==> config.mk <==
export PLATFORM = sky130hd
export DESIGN_NAME = ddc_top
export DESIGN_NICKNAME = d
export VERILOG_FILES = /design/src/logic/ddc_pkg.sv /design/src/logic/ddc_top.sv
export SDC_FILE = /design/constraint.sdc
export NUM_CORES = 1
export LEC_CHECK = 0
export ABC_CLOCK_PERIOD_IN_PS = 3440
export CORE_MARGIN = 1.5
export CORE_UTILIZATION = 55
export DETAILED_ROUTE_END_ITERATION = 8
export DONT_BUFFER_PORTS = 1
export GPL_ROUTABILITY_DRIVEN = 1
export PLACE_DENSITY_LB_ADDON = 0.08
export SYNTH_ARGS = -nofsm -noshare
export SYNTH_HDL_FRONTEND = slang
export SYNTH_SLANG_ARGS = --single-unit
==> constraint.sdc <==
create_clock -name ref_clk_in -period 3.44 [get_ports ref_clk_in]
set_input_delay 0.172 -clock ref_clk_in [delete_from_list [all_inputs] [get_ports ref_clk_in]]
set_output_delay 0.172 -clock ref_clk_in [all_outputs]
set_load 0.01 [all_outputs]
==> src/logic/ddc_pkg.sv <==
// Constants and the state record of the dual converter input control.
// Assumes one 25 MHz clock and a zero-wait AHB-Lite master in front of it.
package ddc_pkg;

   // Field positions inside the captured configuration word.
   localparam int PD_BIT = 7;
   localparam int EN_BIT = 6;
   localparam int IL_BIT = 5;
   localparam int REF_BIT = 4;
   localparam int GAIN_MSB = 3;

   // Configuration word after reset: no power-down, converter disabled.
   localparam logic [7:0] CFG_RESET = 8'h00;

   // Byte offsets of the software registers.
   localparam logic [11:0] OFF_CONFIG = 12'h000;
   localparam logic [11:0] OFF_STATUS = 12'h004;
   localparam logic [11:0] OFF_SAMPLES = 12'h008;
   localparam logic [11:0] OFF_EDGES = 12'h00c;

   // Positions of the synchronised control pins in one vector.
   localparam int CTL_STROBE = 0;
   localparam int CTL_DSEL = 1;
   localparam int CTL_DPOS = 2;
   localparam int CTL_DNEG = 3;
   localparam int CTL_CLKIN = 4;

   // Value of the rising edge counter after reset.
   localparam logic [15:0] EDGES_RESET = 16'h0000;

   // Whole state of the block, registered in one process.
   typedef struct packed {
      logic [7:0] pa_m;
      logic [7:0] pa_s;
      logic [7:0] pb_m;
      logic [7:0] pb_s;
      logic [4:0] ctl_m;
      logic [4:0] ctl_s;
      logic strobe_d;
      logic conv_d;
      logic [7:0] cfg;
      logic standby;
      logic ref_en;
      logic [7:0] hold_a;
      logic [7:0] hold_b;
      logic [7:0] dac_a;
      logic [7:0] dac_b;
      logic clk_o;
      logic clk_oe;
      logic [15:0] edges;
      logic wr_pend;
      logic [11:0] wr_addr;
      logic [31:0] rdata;
   } ddc_state_t;

endpackage

==> src/logic/ddc_top.sv <==
// Input side of a dual 8-bit converter: sample ports, config word, clocks.
// Assumes all pins are asynchronous to ref_clk_in and slow beside it.
// Overview of operation
// - Config word is captured when the write strobe returns high.
// - Port A bit 7 is sample MSB, and power-down in a config write.
// - Port A bit 6 is sample bit 6, and converter enable in config.
// - Port A bit 5 is sample bit 5, and interleave enable in config.
// - Port A bit 4 selects reference: zero internal on, one internal off.
// - Port A bits 3..0 form the channel A gain trim, bit 3 MSB.
// - Channel A takes an 8-bit sample on port A, bit 7 MSB.
// - Channel B takes an 8-bit sample on port B, bit 7 MSB.
// - Clock select low takes the conversion clock from the pair.
// - Clock select high ignores the pair and uses the single pin.
// - In differential mode the single pin is driven as clock copy.
// - Samples register on a rising edge; output updates on the next.
// - Interleaved: B taken from port A on falls, A on rises.
// - Power-down bit forces power-down; both bits zero mean standby.
// - Config capture does not depend on the conversion clock.
//
// Implementation choices: the AHB-Lite interface to the registers and the address map.
module ddc_top (
   input wire logic ref_clk_in,
   input wire logic reset_in,
   input wire logic [7:0] port_a_in,
   input wire logic [7:0] port_b_in,
   input wire logic config_write_strobe_n_in,
   input wire logic diff_clock_select_n_in,
   input wire logic diff_clock_pos_in,
   input wire logic diff_clock_neg_in,
   input wire logic clock_pin_in,
   output logic clock_pin_out,
   output logic clock_pin_oe_out,
   output logic [7:0] dac_a_out,
   output logic [7:0] dac_b_out,
   output logic power_down_out,
   output logic standby_out,
   output logic interleave_out,
   output logic internal_ref_en_out,
   output logic [3:0] gain_trim_out,
   input wire logic hsel_in,
   input wire logic [31:0] haddr_in,
   input wire logic [1:0] htrans_in,
   input wire logic hwrite_in,
   input wire logic [2:0] hsize_in,
   input wire logic [31:0] hwdata_in,
   input wire logic hready_in,
   output logic [31:0] hrdata_out,
   output logic hreadyout_out,
   output logic hresp_out
);

   ddc_pkg::ddc_state_t st_r;
   ddc_pkg::ddc_state_t st_nxt;
   logic conv_lvl;
   logic rise_ev;
   logic fall_ev;
   logic cfg_ev;
   logic sw_cfg_wr;
   logic addr_rd;
   logic addr_wr;
   logic edge_clr;

   // Read multiplexer over the software registers; unmapped reads zero.
   function automatic logic [31:0] read_mux(input logic [11:0] off,
                                             input ddc_pkg::ddc_state_t s);
      logic [31:0] v;
      v = 32'h0000_0000;
      case (off)
         ddc_pkg::OFF_CONFIG: v = {24'h00_0000, s.cfg};
         ddc_pkg::OFF_STATUS: v = {26'h000_0000, s.clk_oe, s.ctl_s[1],
                                   s.conv_d, s.standby, s.cfg[7], s.cfg[6]};
         ddc_pkg::OFF_SAMPLES: v = {16'h0000, s.dac_b, s.dac_a};
         ddc_pkg::OFF_EDGES: v = {16'h0000, s.edges};
         default: v = 32'h0000_0000;
      endcase
      return v;
   endfunction

   // Conversion clock source follows the synchronised select pin.
   assign conv_lvl = st_r.ctl_s[ddc_pkg::CTL_DSEL] ?
                     st_r.ctl_s[ddc_pkg::CTL_CLKIN] :
                     (st_r.ctl_s[ddc_pkg::CTL_DPOS] &
                      ~st_r.ctl_s[ddc_pkg::CTL_DNEG]);

   // Edge events of the conversion clock and of the write strobe.
   assign rise_ev = conv_lvl & ~st_r.conv_d;
   assign fall_ev = ~conv_lvl & st_r.conv_d;
   assign cfg_ev = st_r.ctl_s[ddc_pkg::CTL_STROBE] & ~st_r.strobe_d;

   // Bus address phase qualification and a pending config write.
   assign addr_rd = hsel_in & hready_in & htrans_in[1] & ~hwrite_in;
   assign addr_wr = hsel_in & hready_in & htrans_in[1] & hwrite_in;
   assign sw_cfg_wr = st_r.wr_pend & (st_r.wr_addr == ddc_pkg::OFF_CONFIG);
   assign edge_clr = st_r.wr_pend & (st_r.wr_addr == ddc_pkg::OFF_EDGES);

   // Next state of every register in the block.
   always_comb begin
      st_nxt = st_r;
      // Two flip-flops on every pin before any logic sees it.
      st_nxt.pa_m = port_a_in;
      st_nxt.pa_s = st_r.pa_m;
      st_nxt.pb_m = port_b_in;
      st_nxt.pb_s = st_r.pb_m;
      st_nxt.ctl_m = {clock_pin_in, diff_clock_neg_in, diff_clock_pos_in,
                      diff_clock_select_n_in, config_write_strobe_n_in};
      st_nxt.ctl_s = st_r.ctl_m;
      st_nxt.strobe_d = st_r.ctl_s[ddc_pkg::CTL_STROBE];
      st_nxt.conv_d = conv_lvl;
      // The pin strobe wins over a software write in the same cycle.
      if (cfg_ev) begin
         st_nxt.cfg = st_r.pa_s;
      end else if (sw_cfg_wr) begin
         st_nxt.cfg = hwdata_in[7:0];
      end
      // Standby only while neither power-down nor enable is set.
      st_nxt.standby = ~st_nxt.cfg[ddc_pkg::PD_BIT] &
                       ~st_nxt.cfg[ddc_pkg::EN_BIT];
      // The reference enable is registered so the output leaves a flop.
      st_nxt.ref_en = ~st_nxt.cfg[ddc_pkg::REF_BIT];
      // Rising edge: latch inputs, and move the last latch to the core.
      if (rise_ev) begin
         st_nxt.hold_a = st_r.pa_s;
         if (!st_r.cfg[ddc_pkg::IL_BIT]) begin
            st_nxt.hold_b = st_r.pb_s;
         end
         st_nxt.dac_a = st_r.hold_a;
         st_nxt.dac_b = st_r.hold_b;
      end
      // Falling edge in interleaved mode takes channel B from port A.
      if (fall_ev && st_r.cfg[ddc_pkg::IL_BIT]) begin
         st_nxt.hold_b = st_r.pa_s;
      end
      // The single pin mirrors the pair only in differential mode.
      st_nxt.clk_oe = ~st_r.ctl_s[ddc_pkg::CTL_DSEL];
      st_nxt.clk_o = st_r.ctl_s[ddc_pkg::CTL_DSEL] ? 1'b0 : conv_lvl;
      // Edge counter: a software clear loses to a coinciding edge.
      if (edge_clr) begin
         st_nxt.edges = {15'h0000, rise_ev};
      end else if (rise_ev) begin
         st_nxt.edges = st_r.edges + 16'h0001;
      end
      // Bus data phase bookkeeping; read data comes ready for the phase.
      st_nxt.wr_pend = addr_wr;
      st_nxt.wr_addr = addr_wr ? haddr_in[11:0] : 12'h000;
      st_nxt.rdata = addr_rd ? read_mux(haddr_in[11:0], st_r) :
                     32'h0000_0000;
      if (reset_in) begin
         st_nxt = '0;
         st_nxt.cfg = ddc_pkg::CFG_RESET;
         st_nxt.standby = 1'b1;
         st_nxt.edges = ddc_pkg::EDGES_RESET;
         st_nxt.ref_en = ~ddc_pkg::CFG_RESET[ddc_pkg::REF_BIT];
         // The strobe idles high, so its copies start high: no false edge.
         st_nxt.ctl_m[ddc_pkg::CTL_STROBE] = 1'b1;
         st_nxt.ctl_s[ddc_pkg::CTL_STROBE] = 1'b1;
         st_nxt.strobe_d = 1'b1;
      end
   end

   // The one state register.
   always_ff @(posedge ref_clk_in) begin
      st_r <= st_nxt;
   end

   // Core controls from the held configuration word and its flops; samples, clock pin and read data from their registers.
   assign power_down_out = st_r.cfg[ddc_pkg::PD_BIT];
   assign interleave_out = st_r.cfg[ddc_pkg::IL_BIT];
   assign internal_ref_en_out = st_r.ref_en;
   assign gain_trim_out = st_r.cfg[ddc_pkg::GAIN_MSB:0];
   assign standby_out = st_r.standby;
   assign dac_a_out = st_r.dac_a;
   assign dac_b_out = st_r.dac_b;
   assign clock_pin_out = st_r.clk_o;
   assign clock_pin_oe_out = st_r.clk_oe;
   assign hrdata_out = st_r.rdata;
   // Zero-wait slave that always answers OKAY.
   assign hreadyout_out = 1'b1;
   assign hresp_out = 1'b0;
endmodule

==> flow_summary.yaml, run 1 <==
layout:
  layout_common_cells: "dfxtp_1, nand2_1, a21oi_1, nor2b_1, dlygate4sd3_1"
  design_area_um2: 5840
  area_growth_pct: 13.8
  num-nets-final: 630
  n_fill_cell: 762
  final_common_cell: "dfxtp_1"
  utilization_pct: 63.9
  layout_cells_sized_above_1_pct: 7.51
  antenna_diode_count: 0
pwr:
  clock_power_share_pct: 48.1
  vdd_ir_drop_max_mv: 0.392
  internal_uw: 2660
  sequentialPowerShare_pct: 47.5
  leakagePower_uw: 0.00220
  power_frac_comb_pct: 4.4
  p_switching_uw: 709
  sw_ratio_pct: 21.0
  p_per_area_nw_per_um2: 577
cts:
  root_buffer: "clkbuf_8"
  tritoncts_clock_tree: "done"
  insertion_delay_of_the_later_clocked_pin_in_the_worst_skew_pair_ps: 510
  clock_tree.buffer_depth: 2
  cts_max_level: 4
  clock_sinks: 133
  clk_pin_slew_worst_paths_ps: 50
  tritoncts.num_buffers: 17
  cts_resized: 0
yosys:
  synth_top_area_share_pct: 51.9
  synth_edf_count: 0
  synth.yosys.seq_area_share_pct: 51.9
  syn_area_um2: 5130
  post_synth_num_cell_types: 46
  cell_type_with_the_largest_total_area_after_synthesis: "dfxtp_1"
  synth.ff_latch_count: 133
  ys_warn_count: 0
  synth_cells: 534
  syn_avg_cell_area_um2: 9.61
  synth-async-reset-ratio_pct: 0
  synthFlopType: "dfxtp_1"
  post_synth_main_area_contributors: "dfxtp_1, buf_4, nor2b_1"
critical_path:
  peak_per_stage_delay_on_the_critical_path_ps: 600
  critical-path-top-delay-family: "simple AND/OR/NAND/NOR gates"
  cpMaxStageDelayCell: "nand4_1"
  cp-start-kind: "flop"
  start_to_end_type_of_the_worst_setup_path: "flop to flop"
  crit_chain: "nor4_1, nand4_1, nand3b_1, a22oi_1, dlygate4sd3_1"
  critPathBufInv: 1
  arrival_time_at_the_worst_endpoint_ps: 2920
  cp_max_fo: 8
  worstPathRequired_ps: 3830
  timing.critical_path.to_type: "flop"
drt:
  drt_wl_total_um: 10100
  routed_via_density: 5.30
  drt-wirelength-per-cell_um: 15.3
  drt_first_iter_violations: 158
  antenna_violating_nets_post_route: 0
  iteration_count_of_the_initial_detailed_routing_pass: 4
  drc: 0
  vias: 3480
place:
  detailed_place.area_um2: 4830
  portBuffers: 0
  dp.final_hpwl_um: 6480
  gp_congestion: 0.817
floorplanning:
  core_area_um2: 9150
  start_util_pct: 56.1
  boundaryPins: 155
  design.die.area_um2: 9920
  die_height_um: 99.6
  std_cell_rows: 35
  die_x_um: 99.6
flow_run:
  max_cap_violations: 0
sta:
  hold_violations: 0
  setup_viol_count_final: 0
  timing.max_slew.rel_slack_pct: 24.8
  finalClockSkew_ps: 5.01
  tightestPinTransition_ps: 1130
  fin_setup_tns_ps: 0
  rsz0062_at_grt: "false"
  share_of_the_clock_period_used_by_the_worst_path_after_layout_pct: 73.5
  period_needed_ps: 2530
  final_max_slew_viol_count: 0
  maximum_achievable_frequency_mhz: 396
grt:
  grt_pass1_vias: 3220
  grt.overflow.total: 0
  antenna_found_initial: 0
  grt_start_max_net_pins: 89
  grtUsageTotal_pct: 21.2
  wire_length_of_the_first_global_routing_pass_um: 16100
worst_hold_path:
  hold_path.class: "input pin to flop"
outcome:
  outcome: "completed"
power by group through the flow:
stage,sequential (uW),combinational [uW],clock (uW)
detailed placement,1640,82.4,0
global route,1610,163,1730
global placement,1630,81.0,0
CTS,1600,148,1650
floorplan,1620,113,0
finish,1600,148,1620
registers in the layout, summed over array words and instances, names as in the netlist:
name / flops
clock_pin_out: 1
interleave_out: 1
gain_trim_out: 4
power_down_out: 1
standby_out: 1
st_r: 91
hrdata_out: 16
dac_b_out: 8
clock_pin_oe_out: 1
internal_ref_en_out: 1
dac_a_out: 8
through the flow:
| stage | setup slack [ps] | std cells | hold slack, ps | total power [uW] |
|---|---|---|---|---|
| after global placement | 1190 | 581 | 249 | 1720 |
| after global routing | 780 | 657 | 21.1 | 3500 |
| after CTS | 930 | 657 | 2.03 | 3400 |
| after floorplan | 1520 | 550 | 276 | 1740 |
| final | 912 | 657 | 17.1 | 3370 |
| after detailed placement | 1150 | 581 | 252 | 1720 |
cell type report:
cell class | count | area (um^2) | share of cell area, %
Inverter | 5 | 18.8 | 0.321
Timing Repair Buffer | 47 | 483 | 8.26
Tap cell | 111 | 139 | 2.38
Multi-Input combinational cell | 330 | 2000 | 34.2
Clock inverter | 7 | 73.8 | 1.26
Clock buffer | 24 | 470 | 8.05
Sequential cell | 133 | 2660 | 45.6
repair_timing:
action,4_1_cts,5_1_grt
hold buffers,45,0
endpoints found under the hold margin,118,0
setup buffers,0,0
final timing paths:
kind,startpoint,end,slack (ps),cells after the start
min reg2reg,st_r[116],st_r[111],430,1
max,st_r[36],standby_out,910,5
max reg2reg,st_r[36],standby_out,910,5
min,haddr_in[3],hrdata_out[1],20,2
layer usage:
metal / wire length (um) / share of wire (%) / track usage (%)
met3: 427 / 4.2 / 6.47
met1: 4580 / 45 / 26.9
met5: 0 / 0 / 0
met2: 4950 / 49 / 34.9
met4: 113 / 1.1 / 6.39
cells by family after synthesis:
logic type / share of synthesized area (%)
other: 0.146
buffers and inverters: 10.5
adders and majority gates: 0.244
muxes: 5.75
and+or+nand+nor: 20.7
DFF: 51.9
AOI/OAI and AO/OA: 9.97
xor gates and xnor gates: 0.853
synth_stat cells (5+ instances only):
library cell  instances
a211oi_1              8
a21oi_1              47
a22oi_1               9
and3_1               13
buf_4                54
clkbuf_1             22
dfxtp_1             133
inv_1                 5
mux2i_1              16
mux4_2                6
nand2_1              59
nand3_1               8
nand3b_1             10
nor2_1               25
nor2b_1              47
o21ai_0               6
worst register-to-register path: cells and delay by family (launching register included):
family	cells	cell delay (ps)
buffers and inverters	1	560
AND/OR/NAND/NOR	3	1450
AO/OA/AOI/OAI	1	110
flip-flops	1	290
Note: power is estimated with default switching activity, not from simulation.
==> run 2: changes to the inputs <==
--- a/config.mk
+++ b/config.mk
@@ -5,7 +5,7 @@
 export SDC_FILE = /design/constraint.sdc
 export NUM_CORES = 1
 export LEC_CHECK = 0
-export ABC_CLOCK_PERIOD_IN_PS = 3440
+export ABC_CLOCK_PERIOD_IN_PS = 2400
 export CORE_MARGIN = 1.5
 export CORE_UTILIZATION = 55
 export DETAILED_ROUTE_END_ITERATION = 8
==> constraint.sdc (replaced) <==
create_clock -name ref_clk_in -period 2.4 [get_ports ref_clk_in]
set_input_delay 0.12 -clock ref_clk_in [delete_from_list [all_inputs] [get_ports ref_clk_in]]
set_output_delay 0.12 -clock ref_clk_in [all_outputs]
set_load 0.01 [all_outputs]
==> run 2 against run 1 <==
Compared with the run above: sequential share of layout area shrank 0.32 points; worst hold slack gained 150 ps; sequential power grew 43%; combinational power grew 54%; utilization grew 0.45 points; global-route usage shrank 0.18 points; final area grew 0.71%; die area is the same; flip-flop and latch count is the same; register-to-register slack lost 750 ps.
==> flow_summary.yaml, run 2 (synthesis results as in run 1) <==
drt:
  routed_via_density: 5.32
  iteration_count_of_the_initial_detailed_routing_pass: 5
  drt_first_iter_violations: 193
  antenna_violating_nets_post_route: 0
  drc: 0
  vias: 3537
  drt_wl_total_um: 10000
  drt-wirelength-per-cell_um: 15.1
sta:
  rsz0062_at_grt: "false"
  maximum_achievable_frequency_mhz: 446
  final_max_slew_viol_count: 0
  tightestPinTransition_ps: 996
  timing.max_slew.rel_slack_pct: 33.4
  finalClockSkew_ps: 10.2
  share_of_the_clock_period_used_by_the_worst_path_after_layout_pct: 93.5
  hold_violations: 0
  fin_setup_tns_ps: 0
  period_needed_ps: 2240
  setup_viol_count_final: 0
cts:
  cts_setup_buffers: 0
  cts_max_level: 4
  clock_sinks: 133
  clk_pin_slew_worst_paths_ps: 60
  tritoncts_clock_tree: "done"
  root_buffer: "clkbuf_8"
  insertion_delay_of_the_later_clocked_pin_in_the_worst_skew_pair_ps: 500
  tritoncts.num_buffers: 17
  clock_tree.buffer_depth: 2
layout:
  layout_common_cells: "dfxtp_1, nand2_1, a21oi_1, nor2b_1, dlygate4sd3_1"
  num-nets-final: 637
  largest_register_ffs: 91
  n_fill_cell: 768
  antenna_diode_count: 0
  final_common_cell: "dfxtp_1"
  area_growth_pct: 14.6
  layout_cells_sized_above_1_pct: 9.03
  registers.top_by_ff_count: "st_r"
critical_path:
  timing.critical_path.to_type: "flop"
  worstSetupStartpoint: "st_r[40]"
  arrival_time_at_the_worst_endpoint_ps: 2690
  timing.critical_path.to: "standby_out"
  crit_chain: "nor4b_1, nand3_1, o31a_1, a22oi_1, dlygate4sd3_1"
  cp_max_fo: 3
  cp-start-kind: "flop"
  start_to_end_type_of_the_worst_setup_path: "flop to flop"
  critPathBufInv: 1
  worstPathRequired_ps: 2850
  peak_per_stage_delay_on_the_critical_path_ps: 610
  reg2reg_slack_ps: 160
  critical-path-top-delay-family: "simple AND/OR/NAND/NOR gates"
  path_length_in_cells_of_the_critical_path: 5
  rr_startpoint: "st_r[40]"
  worstReg2RegEnd: "standby_out"
  worstRegToRegCells: 5
  cpMaxStageDelayCell: "nor4b_1"
grt:
  antenna_found_initial: 0
  grtUsageTotal_pct: 21.0
  grt.overflow.total: 0
  grt_pass1_vias: 3247
  grt_start_max_net_pins: 89
  wire_length_of_the_first_global_routing_pass_um: 16000
pwr:
  fin_total_pwr_uw: 4740
  leakagePower_uw: 0.00222
  vdd_ir_drop_max_mv: 0.439
  p_per_area_nw_per_um2: 805
floorplanning:
  die_x_um: 99.6
  start_util_pct: 56.1
  boundaryPins: 155
  die_height_um: 99.6
  design.die.area_um2: 9920
  std_cell_rows: 35
  core_area_um2: 9150
worst_hold_path:
  hold_path.class: "input pin to flop"
flow_run:
  max_cap_violations: 0
place:
  gp_congestion: 0.813
  dp.final_hpwl_um: 6500
  portBuffers: 0
outcome:
  outcome: "completed"
==> run 2: power by group <==
part | leakage, uW | internal (uW) | switching [uW]
combinational | 0.000889 | 115 | 113
sequential | 0.00108 | 2260 | 33.8
clock | 0.000248 | 1270 | 946
total | 0.00222 | 3650 | 1090
==> run 2: layout make-up <==
| class | instances | area, um^2 | share of cell area (%) |
|---|---|---|---|
| Clock inverter | 14 | 103 | 1.74 |
| Inverter | 5 | 18.8 | 0.319 |
| Multi-Input combinational cell | 330 | 2000 | 34.0 |
| Sequential cell | 133 | 2660 | 45.2 |
| Tap cell | 111 | 139 | 2.36 |
| Timing Repair Buffer | 54 | 543 | 9.23 |
| Clock buffer | 18 | 418 | 7.10 |
==> run 2: how the worst min path moves through the flow <==
stage	from	end	depth (start not counted)
3_5_place_dp	reset_in	st_r[137]	1
4_1_cts	htrans_in[1]	st_r[44]	2
6_report	htrans_in[1]	st_r[44]	2
3_3_place_gp	reset_in	st_r[87]	1
5_1_grt	htrans_in[1]	st_r[44]	2
2_1_floorplan	config_write_strobe_n_in	st_r[112]	1
==> run 2: metrics by stage <==
stage          hold slack, ps  cells  setup WS, ps  cell area [um^2]  util [%]
3_3_place_gp              196    585           259              4860      53.1
6_report                  169    665           157              5890      64.3
2_1_floorplan             224    550           477              5190         -
4_1_cts                   136    665           183              5880      64.3
5_1_grt                   157    665          26.7              5890      64.3
3_5_place_dp              201    585           190              4860      53.1
==> run 2: layer usage <==
layer,GRT usage (%),up-vias,wire [um]
met2,34.4,101,4880
met4,7.37,0,117
li1,-,1776,-
met3,6.32,8,421
met5,0,-,0
met1,26.4,1652,4600
==> run 2: timing repair <==
item                                   CTS  global route
endpoints found under the hold margin  118             0
setup endpoints to repair                0             6
hold buffers                            48             0
gates resized for setup                  0             1
